==> config.mk <==
export PLATFORM = sky130hd
export DESIGN_NAME = rcf_framer
export DESIGN_NICKNAME = d
export VERILOG_FILES = /design/src/rcf_pkg.sv /design/src/rcf_framer.sv
export VERILOG_INCLUDE_DIRS = /design/src
export SDC_FILE = /design/constraint.sdc
export NUM_CORES = 1
export LEC_CHECK = 0
export BUFFER_PORTS_ARGS = -buffer_cell sky130_fd_sc_hd__buf_2
export CORE_AREA = 5 5 297 299
export DETAILED_ROUTE_END_ITERATION = 8
export DIE_AREA = 0 0 302 304
export PLACE_DENSITY = 0.58
export SETUP_SLACK_MARGIN = 0.2
export SYNTH_ARGS = -nofsm -noshare
export SYNTH_HDL_FRONTEND = slang
export SYNTH_SLANG_ARGS = --single-unit
export TNS_END_PERCENT = 10
==> constraint.sdc <==
create_clock -name mclk -period 4 [get_ports mclk]
set_input_delay 0.8 -clock mclk [delete_from_list [all_inputs] [get_ports mclk]]
set_output_delay 0.8 -clock mclk [all_outputs]
set_load 0.05 [all_outputs]
==> src/rcf_regs.svh <==
// Offsets, field positions, codes and reset values of the request framer.
`ifndef RCF_REGS_SVH
`define RCF_REGS_SVH
`define RCF_START_DELIM     8'h7E
`define RCF_ESC_BYTE        8'h7D
`define RCF_ESC_XOR         8'h20
`define RCF_TYPE_REQ        8'h17
`define RCF_TYPE_RSP        8'h97
`define RCF_SUM_GOOD        8'hFF
`define RCF_CMD_APPLY       16'h4143
`define RCF_IDX_TYPE        16'h0000
`define RCF_IDX_ID          16'h0001
`define RCF_IDX_D64_FIRST   16'h0002
`define RCF_IDX_D64_LAST    16'h0009
`define RCF_IDX_D16_FIRST   16'h000A
`define RCF_IDX_D16_LAST    16'h000B
`define RCF_IDX_OPT         16'h000C
`define RCF_IDX_CMD_FIRST   16'h000D
`define RCF_IDX_CMD_LAST    16'h000E
`define RCF_MIN_LEN         16'h000F
`define RCF_PMAX            8
`define RCF_OPT_NOACK       0
`define RCF_OPT_APPLY       1
`define RCF_OPT_RSV2        2
`define RCF_OPT_RSV3        3
`define RCF_OPT_SECURE      4
`define RCF_REG_CTRL        4'h0
`define RCF_REG_STATUS      4'h4
`define RCF_REG_OKCNT       4'h8
`define RCF_REG_ERRCNT      4'hC
`define RCF_CTRL_ESC        0
`define RCF_CTRL_SESSION    1
`define RCF_STAT_PENDING    0
`define RCF_STAT_OUTVALID   1
`define RCF_CTRL_RESET      2'h0
`endif

==> src/rcf_pkg.sv <==
// Types shared by the request framer.
`include "rcf_regs.svh"
package rcf_pkg;
    typedef enum logic [4:0] {
        RCF_IDLE   = 5'b00001,
        RCF_LEN_HI = 5'b00010,
        RCF_LEN_LO = 5'b00100,
        RCF_BODY   = 5'b01000,
        RCF_SUM    = 5'b10000
    } rcf_state_e;

    typedef struct packed {
        logic [7:0]                frame_id;
        logic                      resp_req;
        logic [7:0]                resp_type;
        logic [63:0]               dest64;
        logic [15:0]               dest16;
        logic                      disable_ack;
        logic                      apply_now;
        logic                      secure;
        logic                      is_query;
        logic [15:0]               command;
        logic [3:0]                param_len;
        logic [`RCF_PMAX*8-1:0]    param;
    } rcf_req_s;
endpackage : rcf_pkg

==> src/rcf_framer.sv <==
// Parser of remote parameter request frames with a two-entry output buffer.
`timescale 1ns/1ps
module rcf_framer
    import rcf_pkg::*;
(
    input  wire logic            mclk,
    input  wire logic            rstn,
    input  wire logic [7:0]      in_byte,
    input  wire logic            in_valid,
    output logic                 in_ready,
    output rcf_req_s             out_req,
    output logic                 out_valid,
    input  wire logic            out_ready,
    output logic                 frame_ok,
    output logic                 frame_err,
    output logic                 changes_pending,
    input  wire logic [3:0]      reg_addr,
    input  wire logic [31:0]     reg_wdata,
    input  wire logic            reg_wr,
    input  wire logic            reg_rd,
    output logic [31:0]          reg_rdata
);

    // ------------------------------------------------------------
    // Register port
    // ------------------------------------------------------------
    logic [1:0]  ctrl_q;
    logic [31:0] ok_cnt_q;
    logic [31:0] err_cnt_q;
    logic [31:0] rdata_q;
    logic        head_v_q;
    logic        pend_q;

    always_ff @(posedge mclk or negedge rstn) begin
        if (!rstn) begin
            ctrl_q <= `RCF_CTRL_RESET;
        end else if (reg_wr && reg_addr == `RCF_REG_CTRL) begin
            ctrl_q <= reg_wdata[1:0];
        end
    end

    always_ff @(posedge mclk or negedge rstn) begin
        if (!rstn) begin
            rdata_q <= 32'h0;
        end else if (reg_rd) begin
            if (reg_addr == `RCF_REG_CTRL) begin
                rdata_q <= {30'h0, ctrl_q};
            end else if (reg_addr == `RCF_REG_STATUS) begin
                rdata_q <= {30'h0, head_v_q, pend_q};
            end else if (reg_addr == `RCF_REG_OKCNT) begin
                rdata_q <= ok_cnt_q;
            end else if (reg_addr == `RCF_REG_ERRCNT) begin
                rdata_q <= err_cnt_q;
            end else begin
                rdata_q <= 32'h0;
            end
        end else begin
            rdata_q <= 32'h0;
        end
    end

    assign reg_rdata = rdata_q;

    // ------------------------------------------------------------
    // Byte intake and unescaping
    // ------------------------------------------------------------
    logic       in_ready_q;
    logic       take;
    logic       esc_mode;
    logic       esc_q;
    logic       is_esc;
    logic       restart;
    logic       data_en;
    logic [7:0] b;

    assign esc_mode = ctrl_q[`RCF_CTRL_ESC];
    assign take     = in_valid & in_ready_q;
    assign is_esc   = esc_mode & (in_byte == `RCF_ESC_BYTE) & ~esc_q;
    assign b        = esc_q ? (in_byte ^ `RCF_ESC_XOR) : in_byte;

    always_ff @(posedge mclk or negedge rstn) begin
        if (!rstn) begin
            esc_q <= 1'b0;
        end else if (take) begin
            esc_q <= is_esc;
        end
    end

    // ------------------------------------------------------------
    // Frame parser
    // ------------------------------------------------------------
    rcf_state_e  st_q;
    logic [15:0] len_q;
    logic [15:0] idx_q;
    logic [7:0]  sum_q;
    rcf_req_s    req_q;
    logic        bad_q;
    logic        push;
    logic        reject;
    logic        len_bad;
    logic [15:0] plen;

    assign plen    = len_q - `RCF_MIN_LEN;
    assign len_bad = (len_q < `RCF_MIN_LEN) || (plen > 16'(`RCF_PMAX));
    assign data_en = take & ~is_esc;
    // A start byte outside escaping is a frame boundary in escape mode, and otherwise only in RCF_IDLE.
    assign restart = data_en & ~esc_q & (in_byte == `RCF_START_DELIM) &
                     (esc_mode | st_q == RCF_IDLE);
    assign reject  = bad_q || len_bad ||
                     ((sum_q + b) != `RCF_SUM_GOOD) ||
                     (req_q.secure && !ctrl_q[`RCF_CTRL_SESSION]);
    assign push    = data_en & ~restart & (st_q == RCF_SUM) & ~reject;

    always_ff @(posedge mclk or negedge rstn) begin
        if (!rstn) begin
            st_q <= RCF_IDLE;
        end else if (restart) begin
            st_q <= RCF_LEN_HI;
        end else if (data_en) begin
            case (st_q)
                RCF_LEN_HI: st_q <= RCF_LEN_LO;
                RCF_LEN_LO: st_q <= ({len_q[15:8], b} == 16'h0) ?
                                    RCF_SUM : RCF_BODY;
                RCF_BODY:   st_q <= (idx_q == len_q - 16'h1) ?
                                    RCF_SUM : RCF_BODY;
                RCF_SUM:    st_q <= RCF_IDLE;
                default:    st_q <= RCF_IDLE;
            endcase
        end
    end

    always_ff @(posedge mclk or negedge rstn) begin
        if (!rstn) begin
            len_q <= 16'h0;
            idx_q <= 16'h0;
            sum_q <= 8'h0;
        end else if (restart) begin
            idx_q <= 16'h0;
            sum_q <= 8'h0;
        end else if (data_en && st_q == RCF_LEN_HI) begin
            len_q <= {b, 8'h0};
        end else if (data_en && st_q == RCF_LEN_LO) begin
            len_q <= {len_q[15:8], b};
        end else if (data_en && st_q == RCF_BODY) begin
            idx_q <= idx_q + 16'h1;
            sum_q <= sum_q + b;
        end
    end

    always_ff @(posedge mclk or negedge rstn) begin
        if (!rstn) begin
            req_q <= '0;
            bad_q <= 1'b0;
        end else if (restart) begin
            req_q <= '0;
            bad_q <= 1'b0;
        end else if (data_en && st_q == RCF_BODY) begin
            if (idx_q == `RCF_IDX_TYPE) begin
                bad_q           <= (b != `RCF_TYPE_REQ);
                req_q.resp_type <= `RCF_TYPE_RSP;
            end else if (idx_q == `RCF_IDX_ID) begin
                req_q.frame_id <= b;
                req_q.resp_req <= (b != 8'h0);
            end else if (idx_q <= `RCF_IDX_D64_LAST) begin
                req_q.dest64 <= {req_q.dest64[55:0], b};
            end else if (idx_q <= `RCF_IDX_D16_LAST) begin
                req_q.dest16 <= {req_q.dest16[7:0], b};
            end else if (idx_q == `RCF_IDX_OPT) begin
                req_q.disable_ack <= b[`RCF_OPT_NOACK];
                req_q.apply_now   <= b[`RCF_OPT_APPLY];
                req_q.secure      <= b[`RCF_OPT_SECURE];
            end else if (idx_q <= `RCF_IDX_CMD_LAST) begin
                req_q.command <= {req_q.command[7:0], b};
            end else begin
                req_q.param <= {req_q.param[`RCF_PMAX*8-9:0], b};
            end
        end else if (data_en && st_q == RCF_SUM) begin
            req_q.param_len <= plen[3:0];
            req_q.is_query  <= (plen == 16'h0);
        end
    end

    // ------------------------------------------------------------
    // Two-entry output buffer
    // ------------------------------------------------------------
    rcf_req_s head_q;
    rcf_req_s spare_q;
    rcf_req_s push_req;
    logic     spare_v_q;
    logic     pop;
    logic     spare_v_d;

    always_comb begin
        push_req           = req_q;
        push_req.param_len = plen[3:0];
        push_req.is_query  = (plen == 16'h0);
    end

    assign pop = head_v_q & out_ready;

    always_comb begin
        spare_v_d = spare_v_q;
        if (pop || !head_v_q) begin
            spare_v_d = spare_v_q & push;
        end else if (push) begin
            spare_v_d = 1'b1;
        end
    end

    always_ff @(posedge mclk or negedge rstn) begin
        if (!rstn) begin
            head_q    <= '0;
            spare_q   <= '0;
            head_v_q  <= 1'b0;
            spare_v_q <= 1'b0;
        end else begin
            spare_v_q <= spare_v_d;
            if (pop || !head_v_q) begin
                if (spare_v_q) begin
                    head_q   <= spare_q;
                    head_v_q <= 1'b1;
                    if (push) begin
                        spare_q <= push_req;
                    end
                end else begin
                    head_q   <= push_req;
                    head_v_q <= push;
                end
            end else if (push) begin
                spare_q <= push_req;
            end
        end
    end

    always_ff @(posedge mclk or negedge rstn) begin
        if (!rstn) begin
            in_ready_q <= 1'b0;
        end else begin
            in_ready_q <= ~spare_v_d;
        end
    end

    assign in_ready  = in_ready_q;
    assign out_req   = head_q;
    assign out_valid = head_v_q;

    // ------------------------------------------------------------
    // Status, counters and pending changes
    // ------------------------------------------------------------
    logic ok_q;
    logic err_q;
    logic fin;

    assign fin = data_en & ~restart & (st_q == RCF_SUM);

    always_ff @(posedge mclk or negedge rstn) begin
        if (!rstn) begin
            ok_q      <= 1'b0;
            err_q     <= 1'b0;
            ok_cnt_q  <= 32'h0;
            err_cnt_q <= 32'h0;
        end else begin
            ok_q  <= push;
            err_q <= fin & reject;
            if (push) begin
                ok_cnt_q <= ok_cnt_q + 32'h1;
            end
            if (fin && reject) begin
                err_cnt_q <= err_cnt_q + 32'h1;
            end
        end
    end

    always_ff @(posedge mclk or negedge rstn) begin
        if (!rstn) begin
            pend_q <= 1'b0;
        end else if (push) begin
            if (req_q.apply_now || req_q.command == `RCF_CMD_APPLY) begin
                pend_q <= 1'b0;
            end else if (plen != 16'h0) begin
                pend_q <= 1'b1;
            end
        end
    end

    assign frame_ok        = ok_q;
    assign frame_err       = err_q;
    assign changes_pending = pend_q;

endmodule : rcf_framer

* Word-level counts from Yosys, hierarchy flattened *
Index checks and enable logic that the tools add are counted.

cells by class
  mux-type cells = 63
  bitwise operators = 20
  add/sub/neg operators = 6
  equal/unequal tests = 25
  order comparisons = 5
  reductions and logical operators = 42

operator list
  kind                                                             count
  2-to-1 mux 185 bit                                               5
  2-to-1 mux 64 bit                                                8
  2-to-1 mux 16 bit                                                13
  2-to-1 mux 83 bit                                                2
  2-to-1 mux 32 bit                                                5
  2-to-1 mux 100 bit                                               1
  adder 32 x 1 -> 32 bit (second input constant)                   2
  <= comparator 16 x 4 -> 1 bit (second input constant)            3
  zero test 16 bit                                                 3
  2-to-1 mux 8 bit                                                 6
  2-to-1 mux 5 bit                                                 4
  nonzero test 2 bit                                               10
  2-to-1 mux 19 bit                                                1
  2-to-1 mux 9 bit                                                 2
  inequality test 2 bit (second input constant)                    9
  adder 16 x 1 -> 16 bit (second input constant)                   1
  == test 16 x 1 -> 1 bit (second input constant)                  1
  == test 16 x 15 -> 1 bit (second input constant)                 1
  == test 16 bit                                                   1
  == test 16 x 4 -> 1 bit (second input constant)                  1
  == test 8 x 7 -> 1 bit (second input constant)                   2
  greater-than comparator 16 x 4 -> 1 bit (second input constant)  1
  less-than comparator 16 x 4 -> 1 bit (second input constant)     1
  nonzero test 16 bit                                              1
  other kinds (31)                                                 77

word-level totals
  input port bits = 50
  register bits after elaboration = 701
  logic and storage cells = 212

* Longest topological paths before layout *
  word-level depth = 15
  mapped depth = 11

* Worst setup path after synthesis *
OpenSTA, ideal clock, no wires.

  path kind = input to register
  start = in in_byte[0]
  end = reg spare_q[64] in the netlist's numbering
  setup time = 0.127 ns
  buffers on the path = 2
  setup slack = 0.159 ns
  stages on the path = 10
  arrival = 3.714 ns
  data required time = 3.873 ns
  cell sequence = ha_1 fa_1 a211oi_1 nor2_1 nor4_1 nand4b_1 nor4_4 buf_4 buf_6 mux2_1

on the way
  longest elaborated chain between the ends = 15

ends and longest elaborated chain
  what                                     RTL line           RTL
  from (decl)                              rcf_framer.sv:8    input wire logic [7:0] in_byte,
  == test 8 x 7 -> 1 bit (no source line)  n/a
  bitwise AND 1 bit (2 in series)          rcf_framer.sv:78   assign is_esc = esc_mode & (in_byte == `RCF_ESC_BYTE) & ~esc_q;
  NOT 1 bit                                rcf_framer.sv:105  assign data_en = take & ~is_esc;
  bitwise AND 1 bit                        rcf_framer.sv:105
  bitwise AND 1 bit (3 in series)          rcf_framer.sv:107  assign restart = data_en & ~esc_q & (in_byte == `RCF_START_DELIM) &
  NOT 1 bit (no source line)               n/a
  bitwise AND 1 bit (2 in series)          rcf_framer.sv:112  assign push = data_en & ~restart & (st_q == RCF_SUM) & ~reject;
  bitwise AND 1 bit (*)                    rcf_framer.sv:112
  2-to-1 mux 185 bit (*)                   n/a
  2-to-1 mux 185 bit                       n/a
  2-to-1 mux 185 bit (*)                   n/a
  to (signal assigned)                     rcf_framer.sv:223  spare_q <= push_req;
  to (signal assigned)                     rcf_framer.sv:230  spare_q <= push_req;
  to (decl)                                rcf_framer.sv:187  rcf_req_s spare_q;

Every way passes the cells marked *; elsewhere a longest branch is shown, timed or not. The select of a mux whose other input is x is not followed.
A chain may end at the register's enable or synchronous reset.

* Worst setup path after layout *
  start = reg len_q[0]
  end = reg spare_q[4] in the netlist's numbering

on the way
  longest elaborated chain between the ends = 11

ends and longest elaborated chain
  what                                          RTL line           RTL
  from (decl)                                   rcf_framer.sv:93   logic [15:0] len_q;
  from (signal assigned)                        rcf_framer.sv:141  len_q <= {b, 8'h0};
  from (signal assigned)                        rcf_framer.sv:143  len_q <= {len_q[15:8], b};
  subtractor 16 x 4 -> 16 bit (no source line)  n/a
  greater-than comparator 16 x 4 -> 1 bit       rcf_framer.sv:104  assign len_bad = (len_q < `RCF_MIN_LEN) || (plen > 16'(`RCF_PMAX));
  logical OR 1 bit (*)                          rcf_framer.sv:104
  logical OR 1 bit (*) (3 in series)            rcf_framer.sv:109  assign reject = bad_q || len_bad ||
  NOT 1 bit (*)                                 rcf_framer.sv:112
  bitwise AND 1 bit (*)                         rcf_framer.sv:112
  2-to-1 mux 185 bit (*)                        n/a
  2-to-1 mux 185 bit                            n/a
  2-to-1 mux 185 bit (*)                        n/a

Marks and branches as above.

==> metrics.md <==
| Metric | Value |
|---|---|
| Peak VDD IR | 0.000354 V |
| CP endpoint kind | flip-flop |
| Row count | about 110 |
| Warnings, synthesis | 0 |
| Setup TNS | 0 ps |
| Power per cell area | roughly 420 nW/µm² |
| Clk slew on worst S/H paths | around 60 ps |
| Max incr delay on CP | around 610 ps |
| Synth area leader | dfrtp_1 |
| TritonRoute pass-1 iters | 5 |
| Synth top area share | 0.575 |
| Share of cells above drive strength 1 | 0.180 |
| Commonest cells post-synth | dfrtp_1, nand2_1, o21ai_0 |
| Post-Synthesis Cells | approximately 2700 |
| Combinational Power Share | 0.023 |
| Clk Latency, worst-skew pair | between 600 and 700 ps |
| Global-route wire length before repair | 120000 µm |
| Tot GR Track Use | 0.161 |
| Clk sinks | 680 |
| 1st-iter DRT viols | around 1100 |
| Synth Area per Inst | 10.9 µm² |
| Vias in the first global route | 20600 |
| Count leader, synth | dfrtp_1 |
| Crit path kind | reg2reg |
| Sw frac | 0.216 |
| CP delay by family, top | simple AND/OR/NAND/NOR gates |
| Post-Synthesis Cell Area | about 30000 µm² |
| Netlist cell types | between 70 and 80 |
| Sequential share of the synthesized area | 0.575 |
| Slew Limit Fails | 0 |
| Initial antenna violation count | 1 |
| Minimum clock period | ~3400 ps |
| Worst path depth | 9 |
| TritonCTS Buffers | 77 |
| Drt total wl | about 74000 µm |
| Die area | 91800 µm² |
| P_int | approximately 12 mW |
| Fin Hold WS | about 250 ps |
| Hold_buf cts | 0 |
| Area grow syn2layout | 19.1% |
| Placed cell area | about 32000 µm² |
| Top area cells in the synthesized netlist | dfrtp_1, mux2i_1, nand2_1 |
| Ant diodes | 0 |
| RSZ-0062 raised after global routing | false |
| Post-DRT Antenna Nets | 0 |
| Vias per cell | about 5 |
| Slew @ Worst Pin | between 900 and 1000 ps |
| Ports | ~270 |
| MaxCap Viol Count | 0 |
| R2R depth | 9 |
| Routability cong. | approximately 0.8 |
| DRC | 0 |
| Via count | a little over 20000 |
| CP startpoint kind | flip-flop |
| Final Util | 0.415 |
| Crit path required time | ~4500 ps |
| Worst Path Max Fanout | 35 |
| Lkg Pwr | roughly 17 nW |
| Flop pwr share | 0.465 |
| Crit-path cells | ha_1, a311oi_2, and3_1, o2111ai_1, or4_1, nor4_4, buf_4, buf_12, mux2_1 |
| Crit share post-route | 0.855 |
| Ys async rst share | 1.00 |
| Synthesized flop and latch total | slightly below 700 |
| Max Fclk | between 200 and 300 MHz |
| Final setup fails | 0 |
| Crit-path slowest cell | or4_1 |
| Post-cts resize count | 0 |
| Largest net degree at the start of global routing | approximately 240 |
| Die H | slightly above 300 µm |
| Status | completed |
| Root Buffer | clkbuf_16 |
| Core area | approximately 85000 µm² |
| Sw Pwr | 3.21 mW |
| CTS tree | done |
| Fillers | between 8000 and 9000 |
| WP data arrival | between 3000 and 4000 ps |
| Die W | ~300 µm |
| Initial core utilization | 0.348 |
| Wire per inst | 17.9 µm |
| Final Hold Vio Count | 0 |
| CP Buf/Inv Count | 2 |
| Clock tree buffer depth | 3 |
| Detailed Place HPWL | between 40000 and 50000 µm |
| HP Class | in2async |
| Worst Skew | 31.3 ps |
| Clock Power Share | 0.512 |
| Final Instance Area | 35200 µm² |
| Post-synth EDFFs | 0 |
| Grt ovf | 0 |
| H-tree depth reported by CTS | 3 |
| Post-CTS Setup Bufs | 0 |
| Max-slew headroom | 0.345 |
| PortBufs | around 240 |
| Ys flop type | dfrtp_1 |
| Fin nets | approximately 3000 |
routing by layer:
| metal | routed length, µm | vias to the layer above | share of wire | GRT usage |
|---|---|---|---|---|
| li1 | - | 9803 | - | - |
| met1 | 34800 | 10100 | 0.47 | 0.226 |
| met2 | 35100 | 312 | 0.47 | 0.260 |
| met3 | 3120 | 96 | 0.042 | 0.0299 |
| met4 | 1360 | 0 | 0.018 | 0.0394 |
| met5 | 0 | - | 0 | 0 |
worst paths after layout:
kind	start	endpoint	slack, ps
max in group asynchronous	rstn	out_req[165]	2700
min in group mclk	reg_wdata[1]	ctrl_q[1]	410
setup / recovery	len_q[0]	spare_q[4]	580
hold reg to reg	out_req[29]	out_req[29]	470
hold / removal	rstn	out_req[136]	250
setup reg to reg	len_q[0]	spare_q[4]	580
cell usage in the layout (no fill, tap or decap), drive strengths merged, types with 4 or more instances in the layout:
| cell | count |
|---|---|
| and3 | 21 |
| clkbuf | 110 |
| nor2 | 114 |
| ha | 16 |
| nand2 | 501 |
| o21ai | 224 |
| a21o | 5 |
| buf | 327 |
| nand3 | 57 |
| mux2i | 205 |
| inv | 40 |
| mux2 | 186 |
| and4 | 4 |
| o31ai | 5 |
| a22oi | 32 |
| nor4 | 30 |
| or4 | 6 |
| o21bai | 4 |
| a21boi | 4 |
| nor2b | 5 |
| a22o | 4 |
| xor2 | 33 |
| xnor2 | 74 |
| a211oi | 5 |
| or3 | 6 |
| dfrtp | 679 |
| o2111ai | 4 |
| clkinv | 12 |
| and2 | 6 |
| nand4 | 25 |
| nand3b | 5 |
| nor4bb | 4 |
| bufinv | 11 |
| nor3 | 35 |
| a21oi | 145 |
| nand2b | 6 |
power groups by stage:
stage	Combinational, mW	Sequential [mW]	Clock, mW
after floorplan	0.0916	7.04	0
after global placement	0.357	7.04	0
after detailed placement	0.357	7.04	0
after CTS	0.358	6.91	7.84
after global routing	0.391	6.91	8.15
final	0.342	6.91	7.62
flip-flops by register name (all words and copies together), names as in the netlist:
| signal | flops |
|---|---|
| st_q | 5 |
| spare_q | 178 |
| ctrl_q | 2 |
| push_req | 173 |
| len_q | 16 |
| idx_q | 16 |
| sum_q | 8 |
| out_valid | 1 |
| frame_ok | 1 |
| err_cnt_q | 32 |
| ok_cnt_q | 32 |
| in_ready | 1 |
| reg_rdata | 32 |
| bad_q | 1 |
| spare_v_q | 1 |
| esc_q | 1 |
| out_req | 178 |
| frame_err | 1 |
| changes_pending | 1 |
kinds of logic after synthesis:
| kind of cell | count (synthesis) | synth area share |
|---|---|---|
| AOI/OAI and AO/OA | 458 | 0.0868 |
| xor gates and xnor gates | 107 | 0.0317 |
| adders and majority gates | 18 | 0.00779 |
| buffers and inverters | 221 | 0.0325 |
| DFF | 680 | 0.575 |
| muxes | 391 | 0.140 |
| other | 1 | 0.000127 |
| and+or+nand+nor | 841 | 0.125 |
area by class of cell:
cell class	instances	area, µm²	share of cell area
well taps	1144	1430	0.0406
clock buffers	110	2270	0.0645
inverters	37	139	0.00394
flip-flops and latches	680	17000	0.483
clock inverters	28	494	0.0140
multi-input cells	1818	11700	0.331
repair buffers	327	2210	0.0626
metrics by stage:
| stage | worst slack, ps | power [mW] | cells |
|---|---|---|---|
| after CTS | 563 | 15.1 | 4144 |
| after global routing | 231 | 15.4 | 4144 |
| after global placement | 43.4 | 7.39 | 4006 |
| after detailed placement | 44.4 | 7.40 | 4006 |
| final | 578 | 14.9 | 4144 |
| after floorplan | 238 | 7.13 | 2719 |
No activity file was read; power rests on OpenSTA's default activity.
